`src/rtl/mtpo_regs.svh`:
```
`ifndef MTPO_REGS_SVH
`define MTPO_REGS_SVH
// ----------------------------------------
// Register indices (byte address = 4 x index)
// ----------------------------------------
`define MTPO_IDX_GLOBAL 8'h00
`define MTPO_IDX_AMPL 8'h05
`define MTPO_IDX_RES 8'h0A
`define MTPO_IDX_VMAX 8'h17
`define MTPO_IDX_PERIOD 8'h1F
`define MTPO_IDX_STATUS 8'h6A
// ----------------------------------------
// Field positions
// ----------------------------------------
`define MTPO_PWM_EN_BIT 21
`define MTPO_REVERSE_BIT 28
`define MTPO_SCALE_EN_BIT 8
`define MTPO_AMPL_LSB 16
`define MTPO_AMPL_MSB 31
`define MTPO_RES_MAX 4'h8
// ----------------------------------------
// Reset values and arithmetic constants
// ----------------------------------------
`define MTPO_GLOBAL_RST 32'h0000_0000
`define MTPO_AMPL_RST 32'h0000_0000
`define MTPO_RES_RST 4'h0
`define MTPO_VMAX_RST 32'h0000_0000
`define MTPO_PERIOD_RST 32'h0000_0100
`define MTPO_SCALE_HALF 17'h1_0000
`define MTPO_DIV_STEPS 6'h30
`endif

```
`src/rtl/mtpo_pkg.sv`:
```
package mtpo_pkg;
   // Divider sequencing for the amplitude scale
   typedef enum logic [0:0] {
      DIV_IDLE = 1'b0,
      DIV_RUN = 1'b1
   } mtpo_div_state_e;
   // Position inside the extended 1024-entry wave
   typedef logic [9:0] mtpo_microstep_counter_t;
   // Scale in units of 2^-17, 0.5 is full
   typedef logic [16:0] mtpo_scale_t;
endpackage : mtpo_pkg

```
`src/rtl/mtpo_pwm_if.sv`:
```
`timescale 1ns/10ps
// Shared timing of both coil channels
interface mtpo_pwm_if;
   logic [15:0] period; // Clock cycles per PWM period
   logic [16:0] scale; // Amplitude scale, 2^-17 units
   logic [15:0] count; // Free running period counter
   logic wrap; // Last cycle of the period
   modport src (output period, output scale, output count, output wrap);
   modport chan (input period, input scale, input count, input wrap);
endinterface : mtpo_pwm_if

```
`src/rtl/mtpo_pwm_channel.sv`:
```
`timescale 1ns/10ps
// ----------------------------------------
// One coil PWM comparator
// ----------------------------------------
module mtpo_pwm_channel
   import mtpo_pkg::*;
(
   input wire logic clock,
   input wire logic rst,
   mtpo_pwm_if.chan pif,
   input wire logic [7:0] mag,
   input wire logic neg,
   output logic pwm
);
   logic [15:0] thr_reg; // Threshold of the running period
   wire [40:0] prod; // period * scale * magnitude
   wire [15:0] delta; // Excursion from half period
   wire [15:0] half; // Half period, duty 0.5
   wire [15:0] thr_next; // Threshold for next period

   // Excursion never exceeds half, so duty holds in 0.5 +/- scale
   assign prod = 41'(pif.period) * 41'(pif.scale) * 41'(mag);
   assign delta = prod[40:25];
   assign half = {1'b0, pif.period[15:1]};
   assign thr_next = neg ? half - delta : half + delta;

   // Threshold only changes at the period boundary
   always_ff @(posedge clock or posedge rst)
   begin
      if (rst)
         thr_reg <= 16'h0000;
      else if (pif.wrap)
         thr_reg <= thr_next;
   end

   // Output high while counter below threshold
   always_ff @(posedge clock or posedge rst)
   begin
      if (rst)
         pwm <= 1'b0;
      else
         pwm <= (pif.count < thr_reg);
   end
endmodule : mtpo_pwm_channel

```
`src/rtl/mtpo_sine_rom.sv`:
```
`timescale 1ns/10ps
// ----------------------------------------
// Quarter wave table, two read ports
// ----------------------------------------
module mtpo_sine_rom
   import mtpo_pkg::*;
(
   input wire logic clock,
   input wire logic rst,
   input wire logic [7:0] addr_a,
   input wire logic [7:0] addr_b,
   output logic [7:0] data_a,
   output logic [7:0] data_b
);
   // Default contents: parabolic quarter wave, x*(512-x)/256
   function automatic logic [7:0] wave(input logic [7:0] x);
      logic [17:0] p;
      p = 18'(x) * (18'h200 - 18'(x));
      return p[15:8];
   endfunction : wave

   // Registered read data on both ports
   always_ff @(posedge clock or posedge rst)
   begin
      if (rst)
      begin
         data_a <= 8'h00;
         data_b <= 8'h00;
      end
      else
      begin
         data_a <= wave(addr_a);
         data_b <= wave(addr_b);
      end
   end
endmodule : mtpo_sine_rom

```
`src/rtl/mtpo_top.sv`:
```
// Summary of operation
// - Positive velocity walks table forward, negative back
// - Reverse bit inverts walking direction
// - Table holds 256 entries per full step
// - Resolution code 0010 steps counter by four
// - Period register sets PWM length in clocks
// - PWM enable replaces step/direction on pins
// - Coil A from sine, coil B cosine
// - Scale enable ties amplitude to velocity
// - Zero velocity scale is (amplitude+1)/2^17
// - Scale rises linearly to 0.5 at full velocity
// - Duty bounded by 0.5 plus/minus scale
//
// The APB register port was decided locally.
`timescale 1ns/10ps
`include "mtpo_regs.svh"
module mtpo_top
   import mtpo_pkg::*;
(
   input wire logic clock,
   input wire logic rst,
   input wire logic psel,
   input wire logic penable,
   input wire logic pwrite,
   input wire logic [9:0] paddr,
   input wire logic [31:0] pwdata,
   input wire logic [3:0] pstrb,
   output logic [31:0] prdata,
   output logic pready,
   output logic pslverr,
   input wire logic signed [31:0] actual_velocity,
   input wire logic step_pulse,
   output logic step_pin,
   output logic direction_pin,
   output logic coil_a_output,
   output logic coil_b_output
);
   // ----------------------------------------
   // Register bus decode
   // ----------------------------------------
   logic [31:0] global_setup_reg; // Direction and output select
   logic [31:0] amplitude_setup_reg; // Scale enable, zero amplitude
   logic [31:0] full_scale_velocity_reg; // Velocity of full scale
   logic [31:0] pwm_period_cycles_reg; // PWM period in clocks
   logic [3:0] microstep_resolution_reg; // Resolution code

   // Word index match, used for read and write decode
   function automatic logic hit(input logic [9:0] a, input logic [7:0] i);
      return a == {i, 2'b00};
   endfunction : hit

   // Merge write data under byte strobes
   function automatic logic [31:0] merge(input logic [31:0] old,
                                         input logic [31:0] wd,
                                         input logic [3:0] st);
      logic [31:0] r;
      r = old;
      for (int b = 0; b < 4; b++)
         if (st[b])
            r[b*8 +: 8] = wd[b*8 +: 8];
      return r;
   endfunction : merge

   wire hit_global = hit(paddr, `MTPO_IDX_GLOBAL);
   wire hit_ampl = hit(paddr, `MTPO_IDX_AMPL);
   wire hit_res = hit(paddr, `MTPO_IDX_RES);
   wire hit_vmax = hit(paddr, `MTPO_IDX_VMAX);
   wire hit_period = hit(paddr, `MTPO_IDX_PERIOD);
   wire hit_status = hit(paddr, `MTPO_IDX_STATUS);
   wire hit_any = hit_global | hit_ampl | hit_res | hit_vmax | hit_period
                  | hit_status;
   // Setup phase seen, answer in the following access cycle
   wire setup_w = psel & ~penable;
   // Write commits only at the completing access edge
   wire wr_w = psel & penable & pready & pwrite & hit_any;

   mtpo_microstep_counter_t microstep_counter_reg; // Position in extended wave
   logic [31:0] rd_mux; // Read data selection
   assign rd_mux = hit_global ? global_setup_reg :
                   hit_ampl ? amplitude_setup_reg :
                   hit_res ? {28'h0, microstep_resolution_reg} :
                   hit_vmax ? full_scale_velocity_reg :
                   hit_period ? pwm_period_cycles_reg :
                   hit_status ? {22'h0, microstep_counter_reg} :
                   32'h0000_0000;

   // Bus answer: zero wait states, error on unmapped word
   always_ff @(posedge clock or posedge rst)
   begin
      if (rst)
      begin
         pready <= 1'b0;
         pslverr <= 1'b0;
         prdata <= 32'h0000_0000;
      end
      else
      begin
         pready <= setup_w;
         pslverr <= setup_w & ~hit_any;
         prdata <= (setup_w & ~pwrite) ? rd_mux : 32'h0000_0000;
      end
   end

   // ----------------------------------------
   // Configuration registers
   // ----------------------------------------
   always_ff @(posedge clock or posedge rst)
   begin
      if (rst)
      begin
         global_setup_reg <= `MTPO_GLOBAL_RST;
         amplitude_setup_reg <= `MTPO_AMPL_RST;
         full_scale_velocity_reg <= `MTPO_VMAX_RST;
         pwm_period_cycles_reg <= `MTPO_PERIOD_RST;
         microstep_resolution_reg <= `MTPO_RES_RST;
      end
      else if (wr_w)
      begin
         if (hit_global)
            global_setup_reg <= merge(global_setup_reg, pwdata, pstrb);
         if (hit_ampl)
            amplitude_setup_reg <= merge(amplitude_setup_reg, pwdata, pstrb);
         if (hit_vmax)
            full_scale_velocity_reg <= merge(full_scale_velocity_reg,
                                             pwdata, pstrb);
         if (hit_period)
            pwm_period_cycles_reg <= merge(pwm_period_cycles_reg,
                                           pwdata, pstrb);
         if (hit_res && pstrb[0])
            microstep_resolution_reg <= pwdata[3:0];
      end
   end

   // ----------------------------------------
   // Microstep sequencer
   // ----------------------------------------
   wire reverse_w = global_setup_reg[`MTPO_REVERSE_BIT];
   wire pwm_en_w = global_setup_reg[`MTPO_PWM_EN_BIT];
   // Backward when velocity negative, flipped by reverse bit
   wire backward_w = actual_velocity[31] ^ reverse_w;
   // Coarser codes than full step saturate at full step
   wire [3:0] res_w = (microstep_resolution_reg > `MTPO_RES_MAX) ?
                      `MTPO_RES_MAX : microstep_resolution_reg;
   // Code 0 moves 1 of 256 entries, code 2 moves 4
   wire [9:0] inc_w = 10'h001 << res_w;
   wire [9:0] microstep_counter_next = backward_w ? microstep_counter_reg - inc_w :
                           microstep_counter_reg + inc_w;

   // Counter moves one increment per internal step
   always_ff @(posedge clock or posedge rst)
   begin
      if (rst)
         microstep_counter_reg <= 10'h000;
      else if (step_pulse)
         microstep_counter_reg <= microstep_counter_next;
   end

   // ----------------------------------------
   // Quarter wave folding
   // ----------------------------------------
   // Cosine is the same wave a quarter turn ahead
   wire [9:0] cos_cnt = microstep_counter_reg + 10'h100;
   wire [7:0] sin_idx = microstep_counter_reg[8] ?
                        ~microstep_counter_reg[7:0] :
                        microstep_counter_reg[7:0];
   wire [7:0] cos_idx = cos_cnt[8] ? ~cos_cnt[7:0] : cos_cnt[7:0];
   logic sin_neg_reg; // Sign aligned with table output
   logic cos_neg_reg; // Sign aligned with table output
   wire [7:0] sin_mag; // Sine magnitude
   wire [7:0] cos_mag; // Cosine magnitude

   // Signs delayed to match the registered table read
   always_ff @(posedge clock or posedge rst)
   begin
      if (rst)
      begin
         sin_neg_reg <= 1'b0;
         cos_neg_reg <= 1'b0;
      end
      else
      begin
         sin_neg_reg <= microstep_counter_reg[9];
         cos_neg_reg <= cos_cnt[9];
      end
   end

   mtpo_sine_rom u_rom (
      .clock(clock),
      .rst(rst),
      .addr_a(sin_idx),
      .addr_b(cos_idx),
      .data_a(sin_mag),
      .data_b(cos_mag)
   );

   // ----------------------------------------
   // Velocity dependent amplitude scale
   // ----------------------------------------
   // Sequential divide keeps area small; scale lags by ~50 clocks
   mtpo_div_state_e div_state_reg; // Divider state
   logic [5:0] div_cnt_reg; // Remaining quotient bits
   logic [47:0] div_num_reg; // Numerator, becomes quotient
   logic [32:0] div_rem_reg; // Partial remainder
   logic [31:0] div_den_reg; // Snapshot of full scale velocity
   logic [16:0] div_base_reg; // Snapshot of zero speed scale
   mtpo_scale_t scale_reg; // Scale used by both channels

   wire [31:0] abs_vel = actual_velocity[31] ? 32'(-actual_velocity) :
                         32'(actual_velocity);
   // Zero speed amplitude plus one, in 2^-17 units
   wire [16:0] base_w = 17'(amplitude_setup_reg[`MTPO_AMPL_MSB:
                                                `MTPO_AMPL_LSB]) + 17'h1;
   wire [16:0] span_w = `MTPO_SCALE_HALF - base_w;
   wire sat_w = (abs_vel >= full_scale_velocity_reg);
   wire [32:0] rem_sh = {div_rem_reg[31:0], div_num_reg[47]};
   wire rem_ge = rem_sh >= {1'b0, div_den_reg};
   wire [16:0] lin_w = div_base_reg + div_num_reg[16:0];

   // Divider: (0.5 - base) * |v| / vmax, then added to base
   always_ff @(posedge clock or posedge rst)
   begin
      if (rst)
      begin
         div_state_reg <= DIV_IDLE;
         div_cnt_reg <= 6'h00;
         div_num_reg <= 48'h0;
         div_rem_reg <= 33'h0;
         div_den_reg <= 32'h0;
         div_base_reg <= 17'h0;
         scale_reg <= `MTPO_SCALE_HALF;
      end
      else
      begin
         case (div_state_reg)
            DIV_IDLE:
            begin
               div_base_reg <= base_w;
               div_den_reg <= full_scale_velocity_reg;
               div_num_reg <= 48'(span_w) * 48'(abs_vel);
               div_rem_reg <= 33'h0;
               div_cnt_reg <= `MTPO_DIV_STEPS;
               // Scaling off or full scale reached, no divide needed
               if (!amplitude_setup_reg[`MTPO_SCALE_EN_BIT] || sat_w)
                  scale_reg <= `MTPO_SCALE_HALF;
               else
                  div_state_reg <= DIV_RUN;
            end
            DIV_RUN:
            begin
               div_rem_reg <= rem_ge ? rem_sh - {1'b0, div_den_reg} :
                              rem_sh;
               div_num_reg <= {div_num_reg[46:0], rem_ge};
               div_cnt_reg <= div_cnt_reg - 6'h01;
               if (div_cnt_reg == 6'h01)
                  div_state_reg <= DIV_IDLE;
            end
            default:
               div_state_reg <= DIV_IDLE;
         endcase
         // Quotient complete: linear from base to 0.5
         if (div_state_reg == DIV_IDLE && div_cnt_reg == 6'h00 &&
             div_den_reg != 32'h0)
            scale_reg <= lin_w;
      end
   end

   // ----------------------------------------
   // PWM period counter and channels
   // ----------------------------------------
   mtpo_pwm_if pif ();
   logic [15:0] pwm_cnt_reg; // Position in PWM period
   wire [15:0] period_w = pwm_period_cycles_reg[15:0];
   // Period of 0 or 1 wraps every cycle
   wire wrap_w = (pwm_cnt_reg >= period_w - 16'h0001) ||
                 (period_w == 16'h0000);

   assign pif.period = period_w;
   assign pif.scale = scale_reg;
   assign pif.count = pwm_cnt_reg;
   assign pif.wrap = wrap_w;

   // Free running counter, one PWM period per wrap
   always_ff @(posedge clock or posedge rst)
   begin
      if (rst)
         pwm_cnt_reg <= 16'h0000;
      else
         pwm_cnt_reg <= wrap_w ? 16'h0000 : pwm_cnt_reg + 16'h0001;
   end

   wire [1:0] chan_pwm; // Raw channel outputs, A then B
   wire [7:0] chan_mag [2]; // Per channel magnitude
   wire chan_neg [2]; // Per channel sign
   assign chan_mag[0] = sin_mag;
   assign chan_mag[1] = cos_mag;
   assign chan_neg[0] = sin_neg_reg;
   assign chan_neg[1] = cos_neg_reg;

   genvar g;
   generate
      for (g = 0; g < 2; g++)
      begin : g_chan
         mtpo_pwm_channel u_chan (
            .clock(clock),
            .rst(rst),
            .pif(pif.chan),
            .mag(chan_mag[g]),
            .neg(chan_neg[g]),
            .pwm(chan_pwm[g])
         );
      end
   endgenerate

   // ----------------------------------------
   // Output pin select
   // ----------------------------------------
   // PWM replaces step/direction when enabled
   always_ff @(posedge clock or posedge rst)
   begin
      if (rst)
      begin
         step_pin <= 1'b0;
         direction_pin <= 1'b0;
         coil_a_output <= 1'b0;
         coil_b_output <= 1'b0;
      end
      else
      begin
         step_pin <= pwm_en_w ? 1'b0 : step_pulse;
         direction_pin <= pwm_en_w ? 1'b0 : backward_w;
         coil_a_output <= pwm_en_w ? chan_pwm[0] : step_pulse;
         coil_b_output <= pwm_en_w ? chan_pwm[1] : backward_w;
      end
   end
endmodule : mtpo_top

```
`config.mk`:
```
export PLATFORM = sky130hd
export DESIGN_NAME = mtpo_top
export DESIGN_NICKNAME = d
export VERILOG_FILES = /design/src/rtl/mtpo_pkg.sv /design/src/rtl/mtpo_pwm_if.sv /design/src/rtl/mtpo_pwm_channel.sv /design/src/rtl/mtpo_sine_rom.sv /design/src/rtl/mtpo_top.sv
export VERILOG_INCLUDE_DIRS = /design/src /design/src/rtl
export SDC_FILE = /design/constraint.sdc
export NUM_CORES = 2
export LEC_CHECK = 0
export BUFFER_PORTS_ARGS = -buffer_cell sky130_fd_sc_hd__buf_2
export CAP_MARGIN = 20
export CORE_ASPECT_RATIO = 1.2
export CORE_MARGIN = 3
export CORE_UTILIZATION = 40
export CTS_BUF_LIST = sky130_fd_sc_hd__clkbuf_8
export CTS_CLUSTER_SIZE = 28
export DETAILED_ROUTE_END_ITERATION = 10
export PLACE_DENSITY_LB_ADDON = 0.2
export SYNTH_ARGS = -nofsm -noshare
export SYNTH_HDL_FRONTEND = slang
export SYNTH_SLANG_ARGS = --single-unit
```
`constraint.sdc`:
```
create_clock -name clock -period 17.4 [get_ports clock]
set_clock_uncertainty 0.05 [all_clocks]
set_input_delay 3.48 -clock clock [delete_from_list [all_inputs] [get_ports clock]]
set_output_delay 3.48 -clock clock [all_outputs]
set_load 0.01 [all_outputs]
```
## Yosys cells after proc, flatten, opt, wreduce, memory -nomap -nowiden

Cells that the tools add are included.

- Bits in registers: 401
- Input bits: 84
- Output and inout port bits: 38
- Logic and storage cells: 155

- Add/subtract/negate cells: 17
- Multiply operators: 6
- Order comparisons: 6
- Eq/ne operators: 7
- Shift-type cells: 1
- Muxes and demuxes: 29
- Bitwise operators: 19
- Reductions and logical operators: 29

Operators with widths:

| operator | count |
|---|---|
| two-way mux 32 bit | 8 |
| case mux 48 bit (2 select lines) | 1 |
| multiplier 33 x 8 -> 41 bit | 2 |
| case mux 32 bit (2 select lines) | 1 |
| two-way mux 17 bit | 3 |
| multiplier 17 x 32 -> 48 bit | 1 |
| two-way mux 16 bit | 3 |
| AND reduction 3 bit | 16 |
| multiplier 8 x 18 -> 16 bit | 2 |
| greater-or-equal comparator 33 x 32 -> 1 bit | 1 |
| multiplier 16 x 17 -> 33 bit | 1 |
| adder 15 x 16 -> 16 bit | 2 |
| greater-or-equal comparator 32 bit | 1 |
| < comparator 16 bit | 2 |
| negation 32 bit | 1 |
| nonzero test 32 bit | 1 |
| subtractor 15 x 16 -> 16 bit | 2 |
| subtractor 32 bit | 1 |
| subtractor 10 x 8 -> 11 bit (first input constant) | 2 |
| equality test 10 x 7 -> 1 bit (second input constant) | 2 |
| two-way mux 10 bit | 2 |
| adder 16 x 1 -> 17 bit (second input constant) | 1 |
| adder 17 bit | 1 |
| subtractor 17 bit (first input constant) | 1 |
| 32 further kinds | 56 |

## Depth between registers and ports, before layout

- Depth in word-level cells: 8
- Gate-level depth with buffers: 55

## By module

A second synthesis with hierarchy kept.

- Cell total of the unflattened synthesis: 8876
- Area total of the unflattened synthesis: 78863.1 sq um

By module, submodules not included:

| module | times used | cells each | area each (sq um) |
|---|---|---|---|
| mtpo_top | 1 | 3970 | 36251.0 |
| mtpo_pwm_channel (g_chan[1].u_chan) | 1 | 2169 | 18677.9 |
| mtpo_pwm_channel (g_chan[0].u_chan) | 1 | 2169 | 18662.9 |
| mtpo_sine_rom | 1 | 568 | 5271.3 |

## Least setup slack after synthesis

OpenSTA, ideal clock, no wires.

- Kind: register to register
- Start: register pwm_period_cycles_reg[2]
- End: register g_chan[1].u_chan.thr_reg[15]
- Arrival time: 12.747 ns
- Required time: 17.226 ns
- Slack: 4.479 ns
- Stages on the path, launching flop included: 47
- Period minus slack after synthesis: 12.921 ns
- Cell sequence: dfrtp_1 > clkbuf_1 > clkbuf_1 > nand2_1 > fa_1 > fa_1 > fa_1 > fa_1 > inv_1 > fa_1 > inv_1 > fa_1 > inv_1 > ha_1 > o21a_1 > o31ai_1 > a211oi_1 > o21ai_0 > (+11 left out) > and3_1 > a32oi_1 > a221oi_2 > or4_1 > o21ai_0 > a32o_1 > and2_1 > nor2_1 > xnor2_1 > ha_1 > o41a_1 > a41o_1 > o41ai_1 > o21a_1 > o21ai_0 > xnor3_1 > and3_1 > a211o_1

- Word-level cells in the longest chain between the ends: 4
- Elaborated cells between the ends (all ways): 9
- Classes of those cells: 3 x add/sub; 2 x mul; 1 x order compare; 1 x mux; 2 x reduce/logical

RTL lines:

| item | RTL line | text |
|---|---|---|
| start, declared | mtpo_top.sv:44 | `logic [31:0] pwm_period_cycles_reg;` |
| start signal, assigned | mtpo_top.sv:114 | `` pwm_period_cycles_reg <= `MTPO_PERIOD_RST; `` |
| start signal, assigned | mtpo_top.sv:127 | `pwm_period_cycles_reg <= merge(pwm_period_cycles_reg,` |
| multiplier 16 x 17 -> 33 bit | mtpo_pwm_channel.sv:22 | `assign prod = 41'(pif.period) * 41'(pif.scale) * 41'(mag);` |
| multiplier 33 x 8 -> 41 bit | mtpo_pwm_channel.sv:22 |  |
| adder 15 x 16 -> 16 bit or subtractor 15 x 16 -> 16 bit (tied branches) | mtpo_pwm_channel.sv:25 | `assign thr_next = neg ? half - delta : half + delta;` |
| two-way mux 16 bit | mtpo_pwm_channel.sv:25 |  |
| end signal, assigned | mtpo_pwm_channel.sv:33 | `thr_reg <= thr_next;` |
| end, declared | mtpo_pwm_channel.sv:15 | `logic [15:0] thr_reg;` |

Several ways; a longest one is shown, not always the timed one.
A chain may end at the register's enable or synchronous reset.

## Worst setup path after layout

Same ends and word-level chain as after synthesis.

==> metrics.md <==
| Metric | Value |
|---|---|
| Status | `complete, no violations` |
| Post-route ant nets | `0` |
| Placer congestion estimate | `0.883` |
| CTS Buf Count | `79` |
| RSZ-0062 raised after global routing | `false` |
| Worst Path Buf+Inv | `5` |
| Die Span X | `383 um` |
| Crit-path max FO | `16` |
| Final critical-path required period | `14.28 ns` |
| IO Port Bufs | `121` |
| H-tree lvl count | `3` |
| # hold bufs at CTS | `0` |
| Max reg flops | `48` |
| Die Height | `459 um` |
| Residual overflow from global routing | `0` |
| Final WL | `199000 um` |
| Main flop type after synthesis | `dfrtp_1` |
| Synth cell types | `104` |
| Vias per inst | `5.28` |
| Gate Count Post-Synth | `7584` |
| Crit path required time | `17.91 ns` |
| CP max stage cell | `dfrtp_1` |
| 1st-pass router iterations | `9` |
| Yosys warns | `0` |
| Final setup vio count | `0` |
| Tcrit/Tclk final | `0.821` |
| Layout cell share with drive strength beyond 1 | `0.0765` |
| Critical path class | `reg2reg` |
| Yosys reg bits | `401` |
| Detailed placement HPWL | `154000 um` |
| Fmax | `70.0 MHz` |
| Area Overhead vs Synth | `7.59%` |
| Root buf cell | `clkbuf_8` |
| # Post-CTS Setup Buffers | `0` |
| Post-synth EDFFs | `0` |
| Wire length per cell | `20.1 um` |
| Setup Total Neg Slack | `0 ns` |
| First-pass GRT wire length | `319000 um` |
| Worst Path Arrival | `14.80 ns` |
| IO Pins | `122` |
| Clock-pin slew on the worst setup and hold paths | `0.06 ns` |
| Clock sinks | `401` |
| DR vias | `52400` |
| Fin. Hold Viols | `0` |
| Starting Density | `0.404` |
| Vias in the first global route | `56200` |
| CP max stage delay | `0.80 ns` |
| Critical path launch point type | `register` |
| Yosys top cell by area | `fa_1` |
| Core outline area | `169000 sq um` |
| CTS tree | `yes` |
| Hold WC Path Type | `reg2reg` |
| Rel. slew slack | `0.233` |
| 1st-iter DRT viols | `3015` |
| Asr flop ratio synth | `1.00` |
| R2R setup slack | `3.12 ns` |
| Syn Area/Cell | `9.00 sq um` |
| Post_cts resized | `0` |
| Drc violations | `0` |
| Critical path's most frequent cell | `fa_1` |
| Synth area leaders | `fa_1 33%, dfrtp_1 15%, ha_1 11%` |
| Layout Nets | `9397` |
| Number of cell rows | `165` |
| Post-synthesis sequential area ratio | `0.147` |
| Initial antenna violation count | `16` |
| Latest clock arrival within the worst-skew pair | `0.71 ns` |
| Actual slew at the worst max-slew pin | `1.14 ns` |
| Family with the most delay on the worst path | `adder cells` |
| Max cap viols | `0` |
| Crit. End Element | `register` |
| Top cell type's share of synthesized area | `0.329` |
| Die area | `176000 sq um` |
| All-layer global routing usage | `0.231` |
| Final Slew Violations | `0` |
| Max Buffers Root-to-Sink | `3` |
| Largest net degree at the start of global routing | `164` |
| Area of the mapped netlist | `68300 sq um` |
## kinds of logic after synthesis
kind of cell / Yosys count / synth area share
mux: 119 / 0.0196
fa+ha+maj: 1711 / 0.437
other cells: 2 / 0.000110
simple gates: 2415 / 0.172
xor+xnor: 318 / 0.0415
flops: 401 / 0.147
buf+inv: 1667 / 0.0920
compound gates: 951 / 0.0909
## cells in the mapped netlist, drive strengths merged (56+ instances only)
cell	count
a21o	116
a21oi	258
and2	474
and3	69
clkbuf	313
dfrtp	399
fa	1123
ha	588
inv	1327
mux2	117
nand2	1030
nand2b	114
nand3	66
nor2	345
nor2b	85
nor3	56
o21ai	232
xnor2	189
xor2	127
## per-layer routing
layer  track usage  part of all wire  routed length, um
met5             0          0.000065                 13
met2         0.422              0.52             104000
met3        0.0243             0.048               9550
met1         0.283              0.40              79200
met4        0.0780             0.036               7140
## metrics by stage
stage / worst slack, ns / hold WS (ns) / instances / util / area, sq um
final: 3.12 / 0.397 / 9918 / 0.434 / 73400
after CTS: 3.14 / 0.403 / 9903 / 0.434 / 73400
after detailed placement: 3.23 / 0.390 / 9772 / 0.425 / 71900
after global placement: 3.33 / 0.386 / 9770 / 0.425 / 71800
after global routing: 2.41 / 0.409 / 9907 / 0.434 / 73400
after floorplan: 2.72 / 0.368 / 7594 / - / 68300
## worst reg2reg max path: cells and delay by family, from the launching register on
kind | cells | cell delay [ns]
buffers and inverters | 5 | 0.80
DFF | 1 | 0.80
xor gates and xnor gates | 4 | 1.05
AOI/OAI and AO/OA | 16 | 4.41
and+or+nand+nor | 7 | 1.06
adders and majority gates | 13 | 5.98
## cell usage in the layout (no fill, tap or decap), types with 16 or more instances in the layout
master / instances
a211oi_1: 28
a21o_1: 116
a21oi_1: 256
a222oi_1: 32
a31oi_1: 22
and2_1: 473
and3_1: 68
buf_2: 122
buf_4: 136
clkbuf_8: 90
dfrtp_1: 396
fa_1: 1123
ha_1: 588
inv_1: 1349
mux2_2: 117
nand2_1: 1029
nand2b_1: 113
nand3_1: 66
nand4_1: 33
nor2_1: 344
nor2b_1: 85
nor3_1: 54
nor3b_1: 22
nor4_1: 33
o211ai_1: 16
o21a_1: 30
o21ai_0: 225
o21bai_1: 26
o31ai_1: 23
o41ai_1: 16
or3_1: 24
xnor2_1: 162
xnor2_2: 27
xor2_1: 113
## path summary, 6_finish.rpt
kind                                                 startpoint                                        to  cells past startpoint
max                        pwm_period_cycles_reg[2]$_DFFE_PP0P_  g_chan[1].u_chan.thr_reg[15]$_DFFE_PP0N_                     45
max reg2reg                pwm_period_cycles_reg[2]$_DFFE_PP0P_  g_chan[1].u_chan.thr_reg[15]$_DFFE_PP0N_                     45
min                                   div_num_reg[41]$_DFF_PP0_                 div_num_reg[42]$_DFF_PP0_                      2
min in group asynchronous                                   rst                          pready$_DFF_PP0_                      2
min reg2reg                           div_num_reg[41]$_DFF_PP0_                 div_num_reg[42]$_DFF_PP0_                      2
max in group asynchronous                                   rst                   div_state_reg$_DFF_PP0_                      3
## layout make-up
type | instances | area, sq um
clock inverters | 41 | 280
inverters | 1333 | 5010
flip-flops and latches | 401 | 10000
clock buffers | 90 | 1240
diodes | 12 | 30.0
multi-input cells | 5526 | 52300
well taps | 2254 | 2820
fillers | 16900 | 95600
repair buffers | 261 | 1690
Power is not shown: default switching activity piles up to over one toggle a cycle in this logic, so the estimate is an artifact.
